### config.mk
export PLATFORM = sky130hd
export DESIGN_NAME = ots_supervisor
export DESIGN_NICKNAME = d
export VERILOG_FILES = /design/src/include/ots_pkg.sv /design/src/design/ots_supervisor.sv
export SDC_FILE = /design/constraint.sdc
export NUM_CORES = 2
export LEC_CHECK = 0
export BUFFER_PORTS_ARGS = -buffer_cell sky130_fd_sc_hd__buf_2
export CAP_MARGIN = 5
export CELL_PAD_IN_SITES_DETAIL_PLACEMENT = 1
export CELL_PAD_IN_SITES_GLOBAL_PLACEMENT = 1
export CORE_MARGIN = 4
export CORE_UTILIZATION = 46
export CTS_CLUSTER_SIZE = 8
export DETAILED_ROUTE_END_ITERATION = 6
export PLACE_DENSITY = 0.86
export SLEW_MARGIN = 20
export SYNTH_ARGS = -nofsm -noshare
export SYNTH_HDL_FRONTEND = slang
export SYNTH_SLANG_ARGS = --single-unit
### constraint.sdc
create_clock -name aclk -period 10.8 [get_ports aclk]
set_input_delay 0.54 -clock aclk [delete_from_list [all_inputs] [get_ports aclk]]
set_output_delay 0.54 -clock aclk [all_outputs]
set_load 0.005 [all_outputs]
### src/include/ots_pkg.sv
package ots_pkg;
  // Register byte offsets
  localparam logic [7:0] REG_CTRL = 8'h00;
  localparam logic [7:0] REG_THR_GAS = 8'h04;
  localparam logic [7:0] REG_THR_OIL = 8'h08;
  localparam logic [7:0] REG_LOCK_S = 8'h0c;
  localparam logic [7:0] REG_TAU = 8'h10;
  localparam logic [7:0] REG_SETPT = 8'h14;
  localparam logic [7:0] REG_MIN = 8'h18;
  localparam logic [7:0] REG_MIN_LOW = 8'h1c;
  localparam logic [7:0] REG_AMBIENT = 8'h20;
  localparam logic [7:0] REG_STATUS = 8'h24;
  localparam int CTRL_FUEL_BIT = 4;
  localparam logic [1:0] RESP_OKAY = 2'h0;
  localparam logic [1:0] RESP_SLVERR = 2'h2;
  // Times in their own units
  localparam int CLK_HZ = 125_000_000;
  localparam int WARM_MIN = 10;
  localparam int SCHED_H = 23;
  localparam int FORCE_H = 24;
  localparam logic [31:0] O2LOW_S = 32'h3;
  // Oxygen and manipulated variable in 0.1 % units, load in whole percent
  localparam logic [7:0] LOAD_HYST = 8'h05;
  localparam logic [15:0] MV_INIT_OFS = 16'h0025;
  localparam logic [15:0] BOOST_SMALL = 16'h001e;
  localparam logic [15:0] BOOST_LARGE = 16'h0032;
  localparam logic [15:0] AMB_TOL = 16'h0014;
  localparam logic [15:0] AMB_RESET = 16'h00d1;
  localparam logic [15:0] RES_MIN = 16'h0005;
  localparam logic [15:0] RES_MAX = 16'h0096;
  localparam logic [1:0] TEST_TRIES = 2'h3;
  localparam int LAG_FRAC = 8;
  typedef enum logic [2:0] {
    MAN_DEACT, MONITOR_ONLY_MODE, TRIM_AND_MONITOR_MODE,
    START_WITH_AUTO_DEACTIVATION, AUTO_OFF
  } ots_trim_supervision_mode_t;
endpackage : ots_pkg

### src/design/ots_supervisor.sv
// Chosen here: the AXI4-Lite register port and the register offsets.
`timescale 1ns/1ns
// Overview of operation
// - Below load threshold trimming off; re-enable only 5 points above threshold.
// - Separate gas and oil load thresholds, selected by active fuel.
// - Monitor modes block startup until sensor reports operating temperature.
// - Auto-deactivation mode starts at once; trims after hot sensor and passed test.
// - After reaching temperature, wait 10 more minutes before fully hot.
// - Monitor modes start when fully hot; trim-and-monitor mode trims when lock interval expires.
// - Start locked; lock timer runs only at constant load, length from plant delay.
// - At lock end, manipulated variable is theoretical value plus 3.7 %.
// - Any load change locks the controller and holds the manipulated variable.
// - Release lock once load stationary longer than the lock interval.
// - Air boosts stay active during lock interval and normal trimming.
// - Oxygen past half span adds 3 %, past three quarters 5 %.
// - Setpoint and minimum pass a first-order lag before comparisons.
// - Oxygen below lagged or smallest minimum over 3 s is a fault.
// - Monitor modes: oxygen fault gives shutdown, restart if permitted, else lockout.
// - Auto-deactivation mode: oxygen fault turns trimming off until re-enabled.
// - Cell aged when internal resistance below 5 or above 150 ohms.
// - Sensor test every 23 hours at first steady oxygen moment.
// - At 24 hours freeze load for the test; standby tests at startup, 3 tries.
// - No test while trim off; failure shuts down or disables trimming by mode.
// - After prepurge, oxygen off ambient reference by over 2 points is a fault.
// - Ambient fault skipped when off; shutdown or disable by mode.
// - Auto deactivation sets mode to auto-off and holds error until mode rewritten.
module ots_supervisor
  import ots_pkg::*;
#(
  parameter int SEC_CYCLES = CLK_HZ,
  parameter int WARM_S = WARM_MIN * 60,
  parameter int SCHED_S = SCHED_H * 3600,
  parameter int FORCE_S = FORCE_H * 3600
) (
  // Clock and reset
  input wire logic aclk,
  input wire logic aresetn,
  // Register bus write
  input wire logic [7:0] awaddr,
  input wire logic awvalid,
  output logic awready,
  input wire logic [31:0] wdata,
  input wire logic [3:0] wstrb,
  input wire logic wvalid,
  output logic wready,
  output logic [1:0] bresp,
  output logic bvalid,
  input wire logic bready,
  // Register bus read
  input wire logic [7:0] araddr,
  input wire logic arvalid,
  output logic arready,
  output logic [31:0] rdata,
  output logic [1:0] rresp,
  output logic rvalid,
  input wire logic rready,
  // Plant inputs
  input wire logic [7:0] load_pct,
  input wire logic [15:0] o2_meas,
  input wire logic sensor_hot,
  input wire logic [15:0] cell_internal_resistance,
  input wire logic prepurge_end,
  input wire logic standby,
  input wire logic restart_permitted,
  input wire logic [15:0] mv_theoretical,
  input wire logic [15:0] mv_controller,
  // Supervisor outputs
  output logic start_permit,
  output logic trim_enable,
  output logic trim_locked,
  output logic [15:0] mv_out,
  output logic safety_shutdown,
  output logic lockout,
  output logic load_freeze,
  output logic sensor_test_run,
  output logic auto_deact_error
);
  // Saturating add, used for every correction of the manipulated variable
  function automatic logic [15:0] sat_add(input logic [15:0] a, input logic [15:0] b);
    logic [16:0] s;
    s = {1'b0, a} + {1'b0, b};
    sat_add = s[16] ? 16'hffff : s[15:0];
  endfunction : sat_add
  // First-order lag step with 8 fraction bits
  function automatic logic [23:0] pt1(input logic [23:0] y, input logic [15:0] x, input logic [3:0] sh);
    logic signed [24:0] d;
    d = $signed({1'b0, x, 8'h00}) - $signed({1'b0, y});
    pt1 = y + 24'(d >>> sh);
  endfunction : pt1
  function automatic logic [31:0] merge(input logic [31:0] o, input logic [31:0] n, input logic [3:0] s);
    for (int i = 0; i < 4; i++) begin
      o[8*i +: 8] = s[i] ? n[8*i +: 8] : o[8*i +: 8];
    end
    merge = o;
  endfunction : merge

  ots_trim_supervision_mode_t mode_q;
  logic fuel_oil_q;
  logic [7:0] thr_gas_q, thr_oil_q;
  logic [15:0] lock_s_q, setpt_q, min_q, min_low_q, ambient_q;
  logic [3:0] tau_q;
  logic awready_q, wready_q, bvalid_q, arready_q, rvalid_q, aw_have_q, w_have_q;
  logic [1:0] bresp_q, rresp_q;
  logic [31:0] rdata_q, wdata_q;
  logic [7:0] awaddr_q;
  logic [3:0] wstrb_q;
  logic [31:0] tick_cnt_q, warm_cnt_q, lock_cnt_q, low_cnt_q, sched_cnt_q;
  logic sec_tick, full_hot_q, locked_q, below_q, trim_en_q, start_q, shut_q, lockout_q;
  logic freeze_q, test_run_q, test_ok_q, test_fail_q, o2_fault_q, amb_fault_q, err_q;
  logic [7:0] load_prev_q;
  logic [15:0] mv_q;
  logic [23:0] sp_lag_q, min_lag_q;
  logic [1:0] boost_q, tries_q;

  // Outputs straight from flops
  assign awready = awready_q;
  assign wready = wready_q;
  assign bvalid = bvalid_q;
  assign bresp = bresp_q;
  assign arready = arready_q;
  assign rvalid = rvalid_q;
  assign rdata = rdata_q;
  assign rresp = rresp_q;
  assign start_permit = start_q;
  assign trim_enable = trim_en_q;
  assign trim_locked = locked_q;
  assign mv_out = mv_q;
  assign safety_shutdown = shut_q;
  assign lockout = lockout_q;
  assign load_freeze = freeze_q;
  assign sensor_test_run = test_run_q;
  assign auto_deact_error = err_q;

  // Mode decode and threshold selection
  wire mon_mode = (mode_q == MONITOR_ONLY_MODE) || (mode_q == TRIM_AND_MONITOR_MODE);
  wire auto_mode = (mode_q == START_WITH_AUTO_DEACTIVATION);
  wire active = mon_mode || auto_mode;
  wire trim_mode = (mode_q == TRIM_AND_MONITOR_MODE) || auto_mode;
  wire [7:0] thr = fuel_oil_q ? thr_oil_q : thr_gas_q;
  wire load_chg = (load_pct != load_prev_q);
  wire lock_done = locked_q && !load_chg && (lock_cnt_q > {16'h0000, lock_s_q});
  wire go_below = (load_pct < thr);
  wire go_above = ({1'b0, load_pct} >= ({1'b0, thr} + {1'b0, LOAD_HYST}));
  wire auto_ready = full_hot_q && test_ok_q;
  // Lagged comparisons for boosts and monitor
  wire [15:0] sp_lag = sp_lag_q[23:LAG_FRAC];
  wire [15:0] min_lag = min_lag_q[23:LAG_FRAC];
  wire [17:0] span = (sp_lag > min_lag) ? {2'b00, sp_lag - min_lag} : 18'h0;
  wire [17:0] defc = (sp_lag > o2_meas) ? {2'b00, sp_lag - o2_meas} : 18'h0;
  wire lvl2 = (span != 18'h0) && ({defc[15:0], 2'b00} > (span + {span[16:0], 1'b0}));
  wire lvl1 = (span != 18'h0) && ({defc[16:0], 1'b0} > span);
  wire [1:0] lvl = lvl2 ? 2'h2 : (lvl1 ? 2'h1 : 2'h0);
  wire boosting = trim_mode && (lvl > boost_q);
  wire [15:0] boost_add = (lvl == 2'h2) ? ((boost_q == 2'h1) ? BOOST_LARGE - BOOST_SMALL : BOOST_LARGE)
                                        : BOOST_SMALL;
  wire o2_low = (o2_meas < min_lag) || (o2_meas < min_low_q);
  wire o2_trip = active && o2_low && sec_tick && (low_cnt_q >= O2LOW_S);
  // Sensor test and ambient check
  wire test_due = trim_mode && (sched_cnt_q >= SCHED_S);
  wire steady = prepurge_end || (!locked_q && !standby);
  wire test_go = test_due && (steady || freeze_q);
  wire aged = (cell_internal_resistance < RES_MIN) || (cell_internal_resistance > RES_MAX);
  wire test_bad = test_go && aged && (tries_q == TEST_TRIES - 2'h1);
  wire [15:0] amb_diff = (o2_meas > ambient_q) ? o2_meas - ambient_q : ambient_q - o2_meas;
  wire amb_bad = prepurge_end && active && (amb_diff > AMB_TOL);
  wire fault = o2_trip || test_bad || amb_bad;
  // Bus decode
  wire aw_hs = awvalid && awready_q;
  wire w_hs = wvalid && wready_q;
  wire do_wr = aw_have_q && w_have_q && !bvalid_q;
  wire wr_map = (awaddr_q <= REG_AMBIENT) && (awaddr_q[1:0] == 2'h0);
  wire [31:0] wv = merge(32'h0, wdata_q, wstrb_q);
  wire [31:0] status = {16'h0, 3'h0, err_q, lockout_q, amb_fault_q, o2_fault_q, test_fail_q,
                        test_ok_q, full_hot_q, locked_q, below_q, trim_en_q, mode_q};
  wire rd_map = (araddr <= REG_STATUS) && (araddr[1:0] == 2'h0);
  wire [31:0] rd_val = (araddr == REG_CTRL) ? {27'h0, fuel_oil_q, 1'b0, mode_q} :
                       (araddr == REG_THR_GAS) ? {24'h0, thr_gas_q} :
                       (araddr == REG_THR_OIL) ? {24'h0, thr_oil_q} :
                       (araddr == REG_LOCK_S) ? {16'h0, lock_s_q} :
                       (araddr == REG_TAU) ? {28'h0, tau_q} :
                       (araddr == REG_SETPT) ? {16'h0, setpt_q} :
                       (araddr == REG_MIN) ? {16'h0, min_q} :
                       (araddr == REG_MIN_LOW) ? {16'h0, min_low_q} :
                       (araddr == REG_AMBIENT) ? {16'h0, ambient_q} :
                       (araddr == REG_STATUS) ? status : 32'h0;

  // Write channel: address and data taken in either order
  always_ff @(posedge aclk) begin
    if (!aresetn) begin
      awready_q <= 1'b1;
      wready_q <= 1'b1;
      aw_have_q <= 1'b0;
      w_have_q <= 1'b0;
      bvalid_q <= 1'b0;
      bresp_q <= RESP_OKAY;
      awaddr_q <= 8'h00;
      wdata_q <= 32'h0;
      wstrb_q <= 4'h0;
    end else begin
      if (aw_hs) begin
        aw_have_q <= 1'b1;
        awready_q <= 1'b0;
        awaddr_q <= awaddr;
      end
      if (w_hs) begin
        w_have_q <= 1'b1;
        wready_q <= 1'b0;
        wdata_q <= wdata;
        wstrb_q <= wstrb;
      end
      if (do_wr) begin
        aw_have_q <= 1'b0;
        w_have_q <= 1'b0;
        bvalid_q <= 1'b1;
        bresp_q <= wr_map ? RESP_OKAY : RESP_SLVERR; // Status is read only
      end else if (bvalid_q && bready) begin
        bvalid_q <= 1'b0;
        awready_q <= 1'b1;
        wready_q <= 1'b1;
      end
    end
  end

  // Read channel, one outstanding read
  always_ff @(posedge aclk) begin
    if (!aresetn) begin
      arready_q <= 1'b1;
      rvalid_q <= 1'b0;
      rdata_q <= 32'h0;
      rresp_q <= RESP_OKAY;
    end else if (arvalid && arready_q) begin
      arready_q <= 1'b0;
      rvalid_q <= 1'b1;
      rdata_q <= rd_val;
      rresp_q <= rd_map ? RESP_OKAY : RESP_SLVERR;
    end else if (rvalid_q && rready) begin
      rvalid_q <= 1'b0;
      arready_q <= 1'b1;
    end
  end

  // Configuration; auto deactivation overrides a software write in the same cycle
  always_ff @(posedge aclk) begin
    if (!aresetn) begin
      mode_q <= MAN_DEACT;
      fuel_oil_q <= 1'b0;
      thr_gas_q <= 8'h00;
      thr_oil_q <= 8'h00;
      lock_s_q <= 16'h0000;
      tau_q <= 4'h0;
      setpt_q <= 16'h0000;
      min_q <= 16'h0000;
      min_low_q <= 16'h0000;
      ambient_q <= AMB_RESET;
      err_q <= 1'b0;
    end else begin
      if (do_wr && wr_map) begin
        case (awaddr_q)
          REG_CTRL: begin
            if (wv[2:0] <= 3'(AUTO_OFF)) begin
              mode_q <= ots_trim_supervision_mode_t'(wv[2:0]);
              err_q <= 1'b0;
            end
            fuel_oil_q <= wv[CTRL_FUEL_BIT];
          end
          REG_THR_GAS: thr_gas_q <= wv[7:0];
          REG_THR_OIL: thr_oil_q <= wv[7:0];
          REG_LOCK_S: lock_s_q <= wv[15:0];
          REG_TAU: tau_q <= wv[3:0];
          REG_SETPT: setpt_q <= wv[15:0];
          REG_MIN: min_q <= wv[15:0];
          REG_MIN_LOW: min_low_q <= wv[15:0];
          REG_AMBIENT: ambient_q <= wv[15:0];
          default: ;
        endcase
      end
      if (auto_mode && fault) begin
        mode_q <= AUTO_OFF;
        err_q <= 1'b1;
      end
    end
  end

  // Second tick and sensor warm-up
  always_ff @(posedge aclk) begin
    if (!aresetn) begin
      tick_cnt_q <= 32'h0;
      warm_cnt_q <= 32'h0;
      full_hot_q <= 1'b0;
    end else begin
      tick_cnt_q <= sec_tick ? 32'h0 : tick_cnt_q + 32'h1;
      if (!sensor_hot) begin
        warm_cnt_q <= 32'h0;
        full_hot_q <= 1'b0;
      end else if (warm_cnt_q >= WARM_S) begin
        full_hot_q <= 1'b1;
      end else if (sec_tick) begin
        warm_cnt_q <= warm_cnt_q + 32'h1;
      end
    end
  end
  assign sec_tick = (tick_cnt_q == SEC_CYCLES - 1);

  // Lock interval, load hysteresis and trim enable
  always_ff @(posedge aclk) begin
    if (!aresetn) begin
      load_prev_q <= 8'h00;
      locked_q <= 1'b1;
      lock_cnt_q <= 32'h0;
      below_q <= 1'b1;
      trim_en_q <= 1'b0;
      start_q <= 1'b0;
    end else begin
      load_prev_q <= load_pct;
      if (load_chg || (below_q && go_above)) begin
        locked_q <= 1'b1;
        lock_cnt_q <= 32'h0;
      end else if (lock_done) begin
        locked_q <= 1'b0;
      end else if (locked_q && sec_tick && !freeze_q) begin
        lock_cnt_q <= lock_cnt_q + 32'h1;
      end
      if (go_below) begin
        below_q <= 1'b1;
      end else if (go_above) begin
        below_q <= 1'b0;
      end
      // Load change drops trimming at once, so the controller output cannot reach mv after the lock
      trim_en_q <= trim_mode && !go_below && !below_q && !locked_q && !load_chg && !lockout_q
                   && (!auto_mode || auto_ready) && !fault;
      start_q <= !lockout_q && !shut_q && (!mon_mode || (sensor_hot && full_hot_q));
    end
  end

  // Manipulated variable: init at lock end, hold while locked, boosts in trim modes even while locked
  always_ff @(posedge aclk) begin
    if (!aresetn) begin
      mv_q <= 16'h0000;
      boost_q <= 2'h0;
    end else begin
      if (boosting) begin
        mv_q <= sat_add(mv_q, boost_add);
      end else if (lock_done) begin
        mv_q <= sat_add(mv_theoretical, MV_INIT_OFS);
      end else if (trim_en_q) begin
        mv_q <= mv_controller;
      end
      boost_q <= (lvl == 2'h0) ? 2'h0 : (boosting ? lvl : boost_q);
    end
  end

  // Lagged setpoint and minimum, updated each second
  always_ff @(posedge aclk) begin
    if (!aresetn) begin
      sp_lag_q <= 24'h0;
      min_lag_q <= 24'h0;
    end else if (sec_tick) begin
      sp_lag_q <= pt1(sp_lag_q, setpt_q, tau_q);
      min_lag_q <= pt1(min_lag_q, min_q, tau_q);
    end
  end

  // Oxygen low, sensor test and ambient check with the reaction per mode
  always_ff @(posedge aclk) begin
    if (!aresetn) begin
      low_cnt_q <= 32'h0;
      sched_cnt_q <= 32'hffffffff; // First test due at once
      tries_q <= 2'h0;
      test_run_q <= 1'b0;
      test_ok_q <= 1'b0;
      test_fail_q <= 1'b0;
      freeze_q <= 1'b0;
      o2_fault_q <= 1'b0;
      amb_fault_q <= 1'b0;
      shut_q <= 1'b0;
      lockout_q <= 1'b0;
    end else begin
      if (!o2_low || !active) begin
        low_cnt_q <= 32'h0;
      end else if (sec_tick && (low_cnt_q < O2LOW_S)) begin
        // Saturates, so every later tick of a long excursion trips again
        low_cnt_q <= low_cnt_q + 32'h1;
      end
      o2_fault_q <= o2_fault_q || o2_trip;
      amb_fault_q <= amb_fault_q || amb_bad;
      test_run_q <= test_go;
      if (test_go && !aged) begin
        sched_cnt_q <= 32'h0;
        tries_q <= 2'h0;
        test_ok_q <= 1'b1;
        freeze_q <= 1'b0;
      end else if (test_go) begin
        tries_q <= test_bad ? 2'h0 : tries_q + 2'h1;
        sched_cnt_q <= test_bad ? 32'h0 : sched_cnt_q;
        test_fail_q <= test_fail_q || test_bad;
        freeze_q <= 1'b0;
      end else if (!trim_mode) begin
        freeze_q <= 1'b0;
      end else begin
        if (sec_tick && sched_cnt_q != 32'hffffffff) begin
          sched_cnt_q <= sched_cnt_q + 32'h1;
        end
        freeze_q <= !standby && (sched_cnt_q >= FORCE_S);
      end
      shut_q <= mon_mode && fault && restart_permitted;
      lockout_q <= lockout_q || (mon_mode && fault && !restart_permitted);
    end
  end

  // Checks
  AST_LOCK_ON_CHANGE: assert property (@(posedge aclk) disable iff (!aresetn)
    load_chg |=> locked_q && !trim_en_q) else $error("load change did not lock");
  AST_MV_HELD: assert property (@(posedge aclk) disable iff (!aresetn)
    locked_q && !boosting && !lock_done |=> mv_q == $past(mv_q)) else $error("mv moved while locked");
  AST_START_GATE: assert property (@(posedge aclk) disable iff (!aresetn)
    mon_mode && !full_hot_q |=> !start_q) else $error("start while sensor cold");
  AST_AUTO_START: assert property (@(posedge aclk) disable iff (!aresetn)
    auto_mode && !lockout_q && !shut_q && !fault |=> start_q) else $error("auto mode start held");
  AST_INIT_MV: assert property (@(posedge aclk) disable iff (!aresetn)
    lock_done && !boosting |=> mv_q == $past(mv_theoretical) + MV_INIT_OFS) else $error("bad init mv");
  AST_BELOW_THR: assert property (@(posedge aclk) disable iff (!aresetn)
    go_below |=> !trim_en_q ##1 !trim_en_q) else $error("trim on below threshold");
  AST_AMB_FAULT: assert property (@(posedge aclk) disable iff (!aresetn)
    amb_bad |=> amb_fault_q) else $error("ambient offset missed");
  AST_AUTO_OFF: assert property (@(posedge aclk) disable iff (!aresetn)
    auto_mode && fault |=> mode_q == AUTO_OFF && err_q && !trim_en_q) else $error("no auto deactivation");
  AST_MON_SHUT: assert property (@(posedge aclk) disable iff (!aresetn)
    mon_mode && fault |=> (shut_q || lockout_q) ##1 !start_q) else $error("no shutdown on fault");
  AST_O2_LOW_WAIT: assert property (@(posedge aclk) disable iff (!aresetn)
    o2_trip |-> low_cnt_q == O2LOW_S) else $error("oxygen fault too early");
  COV_RELEASE: cover property (@(posedge aclk) disable iff (!aresetn) lock_done ##1 !locked_q);
  COV_BOOST_BIG: cover property (@(posedge aclk) disable iff (!aresetn) boosting && lvl == 2'h2);
  COV_TEST: cover property (@(posedge aclk) disable iff (!aresetn) test_go && !aged);
endmodule : ots_supervisor

== After elaboration in Yosys (flattened, before gate mapping) ==
Index checks and enable logic that the tools add are counted.
Word-level totals
  register bits: 423
  bits in read-only memories: 0
  bits in latches: 0
  memories: 0
  output and inout port bits: 65
  bits in writable memories: 0
  logic and storage cells: 295
  bits of input ports: 135
Operators by class
  add/sub/neg operators: 18
  equal/unequal tests: 27
  reductions and logical operators: 119
  muxes and demuxes: 53
  bitwise gates (word level): 5
  shifts and indexed selects: 2
  multiply operators: 0
  div/mod/pow operators: 0
  order comparisons: 22
Operators by type and width (number)
  16-bit two-way mux: 17
  32-bit by 1-bit adder with 32-bit output (second input constant): 5
  32-bit two-way mux: 5
  8-bit by 5-bit == test with 1-bit output (second input constant): 8
  32-bit by 17-bit >= comparator with 1-bit output (second input constant): 2
  16-bit subtractor: 4
  25-bit by 4-bit >>> shifter with 24-bit output: 2
  24-bit by 24-bit subtractor with 25-bit output: 2
  24-bit adder: 2
  16-bit greater-than comparator: 3
  1-bit logical AND: 47
  32-bit by 27-bit == test with 1-bit output (second input constant): 1
  8-bit by 4-bit == test with 1-bit output (second input constant): 4
  32-bit by 10-bit >= comparator with 1-bit output (second input constant): 1
  32-bit by 2-bit >= comparator with 1-bit output (second input constant): 1
  32-bit by 16-bit greater-than comparator with 1-bit output: 1
  16-bit < comparator: 2
  32-bit by 2-bit < comparator with 1-bit output (second input constant): 1
  32-bit inequality test (second input constant): 1
  2-bit AND reduction: 13
  8-bit by 6-bit == test with 1-bit output (second input constant): 3
  8-bit two-way mux: 3
  16-bit by 17-bit adder with 18-bit output: 1
  18-bit greater-than comparator: 1
  36 further kinds: 116

== Depth between registers and ports, before layout ==
  word-level depth: 12
  depth in mapped cells: 44
  mapped depth without buffers: 43

== Least setup slack after synthesis ==
No wires, ideal clock.
  kind: register to register
  from: reg sp_lag_q[8]
  to: reg mv_q[15] (netlist: mv_out[15])
  arrival time: 7.505 ns
  period minus slack after synthesis: 7.591 ns
  buffers on the path: 1
  setup time: 0.086 ns
  data required time: 10.714 ns
  slack: 3.209 ns
  stages on the path, launching flop included: 44
  cell sequence: dfxtp_1 > inv_1 > ha_1 > inv_1 > fa_1 > a211oi_1 > o21bai_1 > nand4_1 > a21oi_1 > clkbuf_1 > nand2_1 > inv_1 > fa_1 > a21o_1 > a21oi_1 > o21bai_1 > a21oi_1 > o21bai_1 > (+8 left out) > a21o_1 > a21o_1 > a21o_1 > a21oi_1 > nor2b_1 > o32a_1 > nand2_1 > ha_1 > inv_1 > fa_1 > o21ai_0 > a21oi_1 > or3_1 > nor2_1 > nand4_1 > mux2i_1 > nor2_1 > a211oi_1
On the way
  word-level cells in the longest chain between the ends: 11
  elaborated cells on any way between the ends: 22
  those cells by class: add/sub (4); order compare (5); eq/ne (1); mux (7); reduce/logical (5)
Ends and longest elaborated chain
  from (decl): RTL line ots_supervisor.sv:112  | logic [23:0] sp_lag_q, min_lag_q;
  from (signal assigned): RTL line ots_supervisor.sv:358  | sp_lag_q <= pt1(sp_lag_q, setpt_q, tau_q);
  16-bit subtractor or 16-bit greater-than comparator (tied branches): RTL line ots_supervisor.sv:148  | wire [17:0] span = (sp_lag > min_lag) ? {2'b00, sp_lag - min_lag} : 18'h0;
  16-bit two-way mux: RTL line ots_supervisor.sv:148
  16-bit by 17-bit adder with 18-bit output: RTL line ots_supervisor.sv:150  | wire lvl2 = (span != 18'h0) && ({defc[15:0], 2'b00} > (span + {span[16:0], 1'b0}));
  18-bit greater-than comparator: RTL line ots_supervisor.sv:150
  1-bit logical AND (*): RTL line ots_supervisor.sv:150
  named net lvl2: RTL line ots_supervisor.sv:150
  2-bit two-way mux (*): RTL line ots_supervisor.sv:152  | wire [1:0] lvl = lvl2 ? 2'h2 : (lvl1 ? 2'h1 : 2'h0);
  2-bit == test: RTL line ots_supervisor.sv:154  | wire [15:0] boost_add = (lvl == 2'h2) ? ((boost_q == 2'h1) ? BOOST_LARGE - BOOST_SMALL : BOOST_LARGE)
  6-bit two-way mux: RTL line ots_supervisor.sv:154
  16-bit by 6-bit adder with 17-bit output: RTL line ots_supervisor.sv:81  | s = {1'b0, a} + {1'b0, b};
  16-bit two-way mux: RTL line ots_supervisor.sv:82  | sat_add = s[16] ? 16'hffff : s[15:0];
  16-bit two-way mux: RTL line ots_supervisor.sv:341  | if (boosting) begin
  to (signal assigned): RTL line ots_supervisor.sv:342  | mv_q <= sat_add(mv_q, boost_add);
  to (signal assigned): RTL line ots_supervisor.sv:344  | mv_q <= sat_add(mv_theoretical, MV_INIT_OFS);
  to (signal assigned): RTL line ots_supervisor.sv:346  | mv_q <= mv_controller;
  to (decl): RTL line ots_supervisor.sv:111  | logic [15:0] mv_q;
The timed path passes the listed nets; every way through them passes the cells marked *.
A chain may end at the register's enable or synchronous reset.

== Final worst setup path ==
  from: reg sp_lag_q[8]
  to: reg mv_q[13] (netlist: mv_out[13])
Same word-level chain as after synthesis.

==> flow_summary.ini <==
[hold_path]
hold_path_end = load_freeze
hp-class = input port to register
hold_start = standby
min_path_cells = 2

[drt]
wl_met1_mm = 42.9
met3WireLength_mm = 7.28
drc = 0
via_per_inst = 6.05
first_pass_iters = 5
drtIter0Drc = 2058
top_layer = met5
wl_met2_mm = 47.2
ant_nets = 0
dr_total_vias = 29500
wl_per_cell_um = 20.9
routed_wl_mm = 102

[die]
initial_core_util = 0.466
die_x_um = 264
coreArea_um2 = 64600
io_pins = 200
num_rows = 93
dieArea_um2 = 69600
die_y_um = 264

[clocking]
clockRootBuffer = clkbuf_16
insertion_delay_ps = 630
cts_resized = 0
cts_hold_buf = 0
post_cts_buffers = 0
numClockSinks = 405
cts_buffers = 57
cts_htree_levels = 2
clk_pin_slew_ps = 60
cts_tree = built
ctsLongestPathBuffers = 3

[yosys]
synthAdderAreaFrac = 0.119
synth_top_family_by_area = simple AND/OR/NAND/NOR gates
yosysTopAreaCellShare = 0.269
ys_ff_latch = 405
synth.avg_cell_area_um2 = 7.64
synth-edff-count = 0
yosys.area_share.simple = 0.227
async_reset_ff_frac = 0
yosys-top-cells-count = nor2_1, dfxtp_1, a21oi_1
yosys_warnings = 0
yosysUniqueCellTypes = 97
synth_top_area_cell = dfxtp_1
ys_seq_area_frac = 0.269
synth_mux_area_frac = 0.0486
synthFlopType = dfxtp_1
synth_most_common_cell = nor2_1
synth_area_um2 = 30100
synth_compound_area_frac = 0.220
synth_cells = 3939
synth_xor_area_frac = 0.0640
synthTopCellsByArea = dfxtp_1, ha_1, a21oi_1

[timing]
slew_violations = 0
rsz0062_at_grt = false
fin_setup_tns_ps = 0
finalSetupViolations = 0
tightest_slew_ps = 1050
min_period_over_period = 0.823
layout_min_cycle_time_ps = 8890
finalHoldViolations = 0
skew_ps = 27.3
slew_headroom = 0.301
max_freq_mhz = 112
finalWorstSetupSlack_ps = 1910

[placed_design]
io_buffers = 163
gp_congestion = 0.916
dp_hpwl_mm = 76.2
dpl_cell_area_um2 = 31500
place_ws_ps = 2040

[pwr]
p_per_area_nw_per_um2 = 102
p_leak_nw = 14.0
ir_worst_vdd_uv = 105

[setup_path]
slowest_delay_ps = 540
worstPathRequired_ps = 11300
arrival_ps = 9390
start_kind = register
r2r-start = sp_lag_q[8]
crit_family = compound AO/OA/AOI/OAI gates
reg2regPathDepth = 39
critPathKind = register to register
cp_max_fo = 17
r2r_slack_ps = 1910
slowest_stage = o32a_1
cp-end-kind = register
crit_buf_inv = 4
reg2reg_to = mv_out[13]

[global_route]
grt_usage = 0.279
grt_max_degree = 85
antenna_found_initial = 5
overflow = 0
grt_pass1_wl_mm = 160
grt_pass1_vias = 29876

[run_status]
status = finished, final reports clean

[job]
drv_cap = 0

[finish]
final_nets = 4427
drive_gt1_frac = 0.0854
final-seq-area_um2 = 8110
syn2layout_area_growth_pct = 9.71
multi_input_area_um2 = 20500
nFillCells = 8096
final_area_um2 = 33000
-- cell usage in the layout, fill, tap and decap left out, types with 21 or more instances in the layout --
| cell | n |
|---|---|
| xor2_1 | 98 |
| xnor2_1 | 120 |
| nor2b_1 | 27 |
| inv_1 | 196 |
| a21o_1 | 101 |
| or2_2 | 21 |
| nor4_1 | 43 |
| or3_1 | 22 |
| mux2_2 | 21 |
| o21a_1 | 37 |
| o21bai_1 | 21 |
| nand2_1 | 355 |
| o21ai_0 | 160 |
| and2_1 | 62 |
| nor3_1 | 68 |
| clkbuf_16 | 57 |
| and3_1 | 66 |
| buf_2 | 162 |
| buf_4 | 26 |
| a211oi_1 | 54 |
| nand2b_1 | 34 |
| a31oi_1 | 44 |
| ha_1 | 274 |
| nand3_1 | 116 |
| nor2_1 | 522 |
| nand4_1 | 55 |
| a21oi_1 | 400 |
| o211ai_1 | 33 |
| mux2i_1 | 103 |
| dfxtp_1 | 401 |
-- final cells by class --
type / count / area share
Tap cell: 855 / 0.0324
Sequential cell: 405 / 0.246
Clock buffer: 63 / 0.0445
Multi-Input combinational cell: 3157 / 0.622
Inverter: 200 / 0.0229
Antenna cell: 1 / 0.0000758
Timing Repair Buffer: 189 / 0.0309
Clock inverter: 3 / 0.00136
-- worst reg2reg max path, delay by kind of cell, from the launching register on --
| kind | cells | cell delay, ps |
|---|---|---|
| adders and majority gates | 5 | 1740 |
| AOI/OAI and AO/OA | 19 | 4360 |
| DFF | 1 | 320 |
| buffers and inverters | 4 | 630 |
| and+or+nand+nor | 10 | 1570 |
| xor gates and xnor gates | 1 | 160 |
-- where the power goes --
group | leakage [nW] | internal [mW] | switching (mW) | total (mW)
clock | 0.745 | 0.943 | 0.675 | 1.62
combinational | 9.94 | 0.0788 | 0.142 | 0.221
sequential | 3.27 | 1.51 | 0.0126 | 1.52
total | 14.0 | 2.53 | 0.830 | 3.36
-- layer usage --
layer | track usage | vias to the layer above
li1 | - | 14109
met1 | 0.353 | 14274
met2 | 0.470 | 848
met3 | 0.0536 | 261
met4 | 0.111 | 8
met5 | 0 | -
-- flip-flops by register name, indices dropped and copies added (netlist names), 24 cells and up --
register     count
tick_cnt_q      32
min_lag_q       24
warm_cnt_q      32
sp_lag_q        24
low_cnt_q       32
sched_cnt_q     32
lock_cnt_q      32
-- worst max-delay path by stage --
stage                      startpoint         end  slack [ps]  cells past startpoint
after floorplan           sp_lag_q[8]  mv_out[15]        3210                     43
after global placement    sp_lag_q[8]  mv_out[13]        2280                     39
after detailed placement  sp_lag_q[8]  mv_out[13]        2040                     39
after CTS                 sp_lag_q[8]  mv_out[13]        1980                     39
after global routing      sp_lag_q[8]  mv_out[15]        1320                     44
final                     sp_lag_q[8]  mv_out[13]        1910                     39
-- stage by stage --
step            util  instances  total power [mW]  hold slack (ps)
2_1_floorplan      -       3956              1.69              409
4_1_cts        0.511       4871              3.39              102
5_1_grt        0.511       4873              3.48              122
3_5_place_dp   0.488       4805              1.77              436
6_report       0.511       4873              3.36              132
3_3_place_gp   0.488       4805              1.76              423
-- cells by family (layout without fill, tap and decap cells) --
group	Yosys count	in the layout
muxes	133	133
and+or+nand+nor	1461	1461
buffers and inverters	394	455
AOI/OAI and AO/OA	1044	1044
DFF	405	405
xor gates and xnor gates	219	219
other	1	19
adders and majority gates	282	282
(Power assumes the default switching activity.)
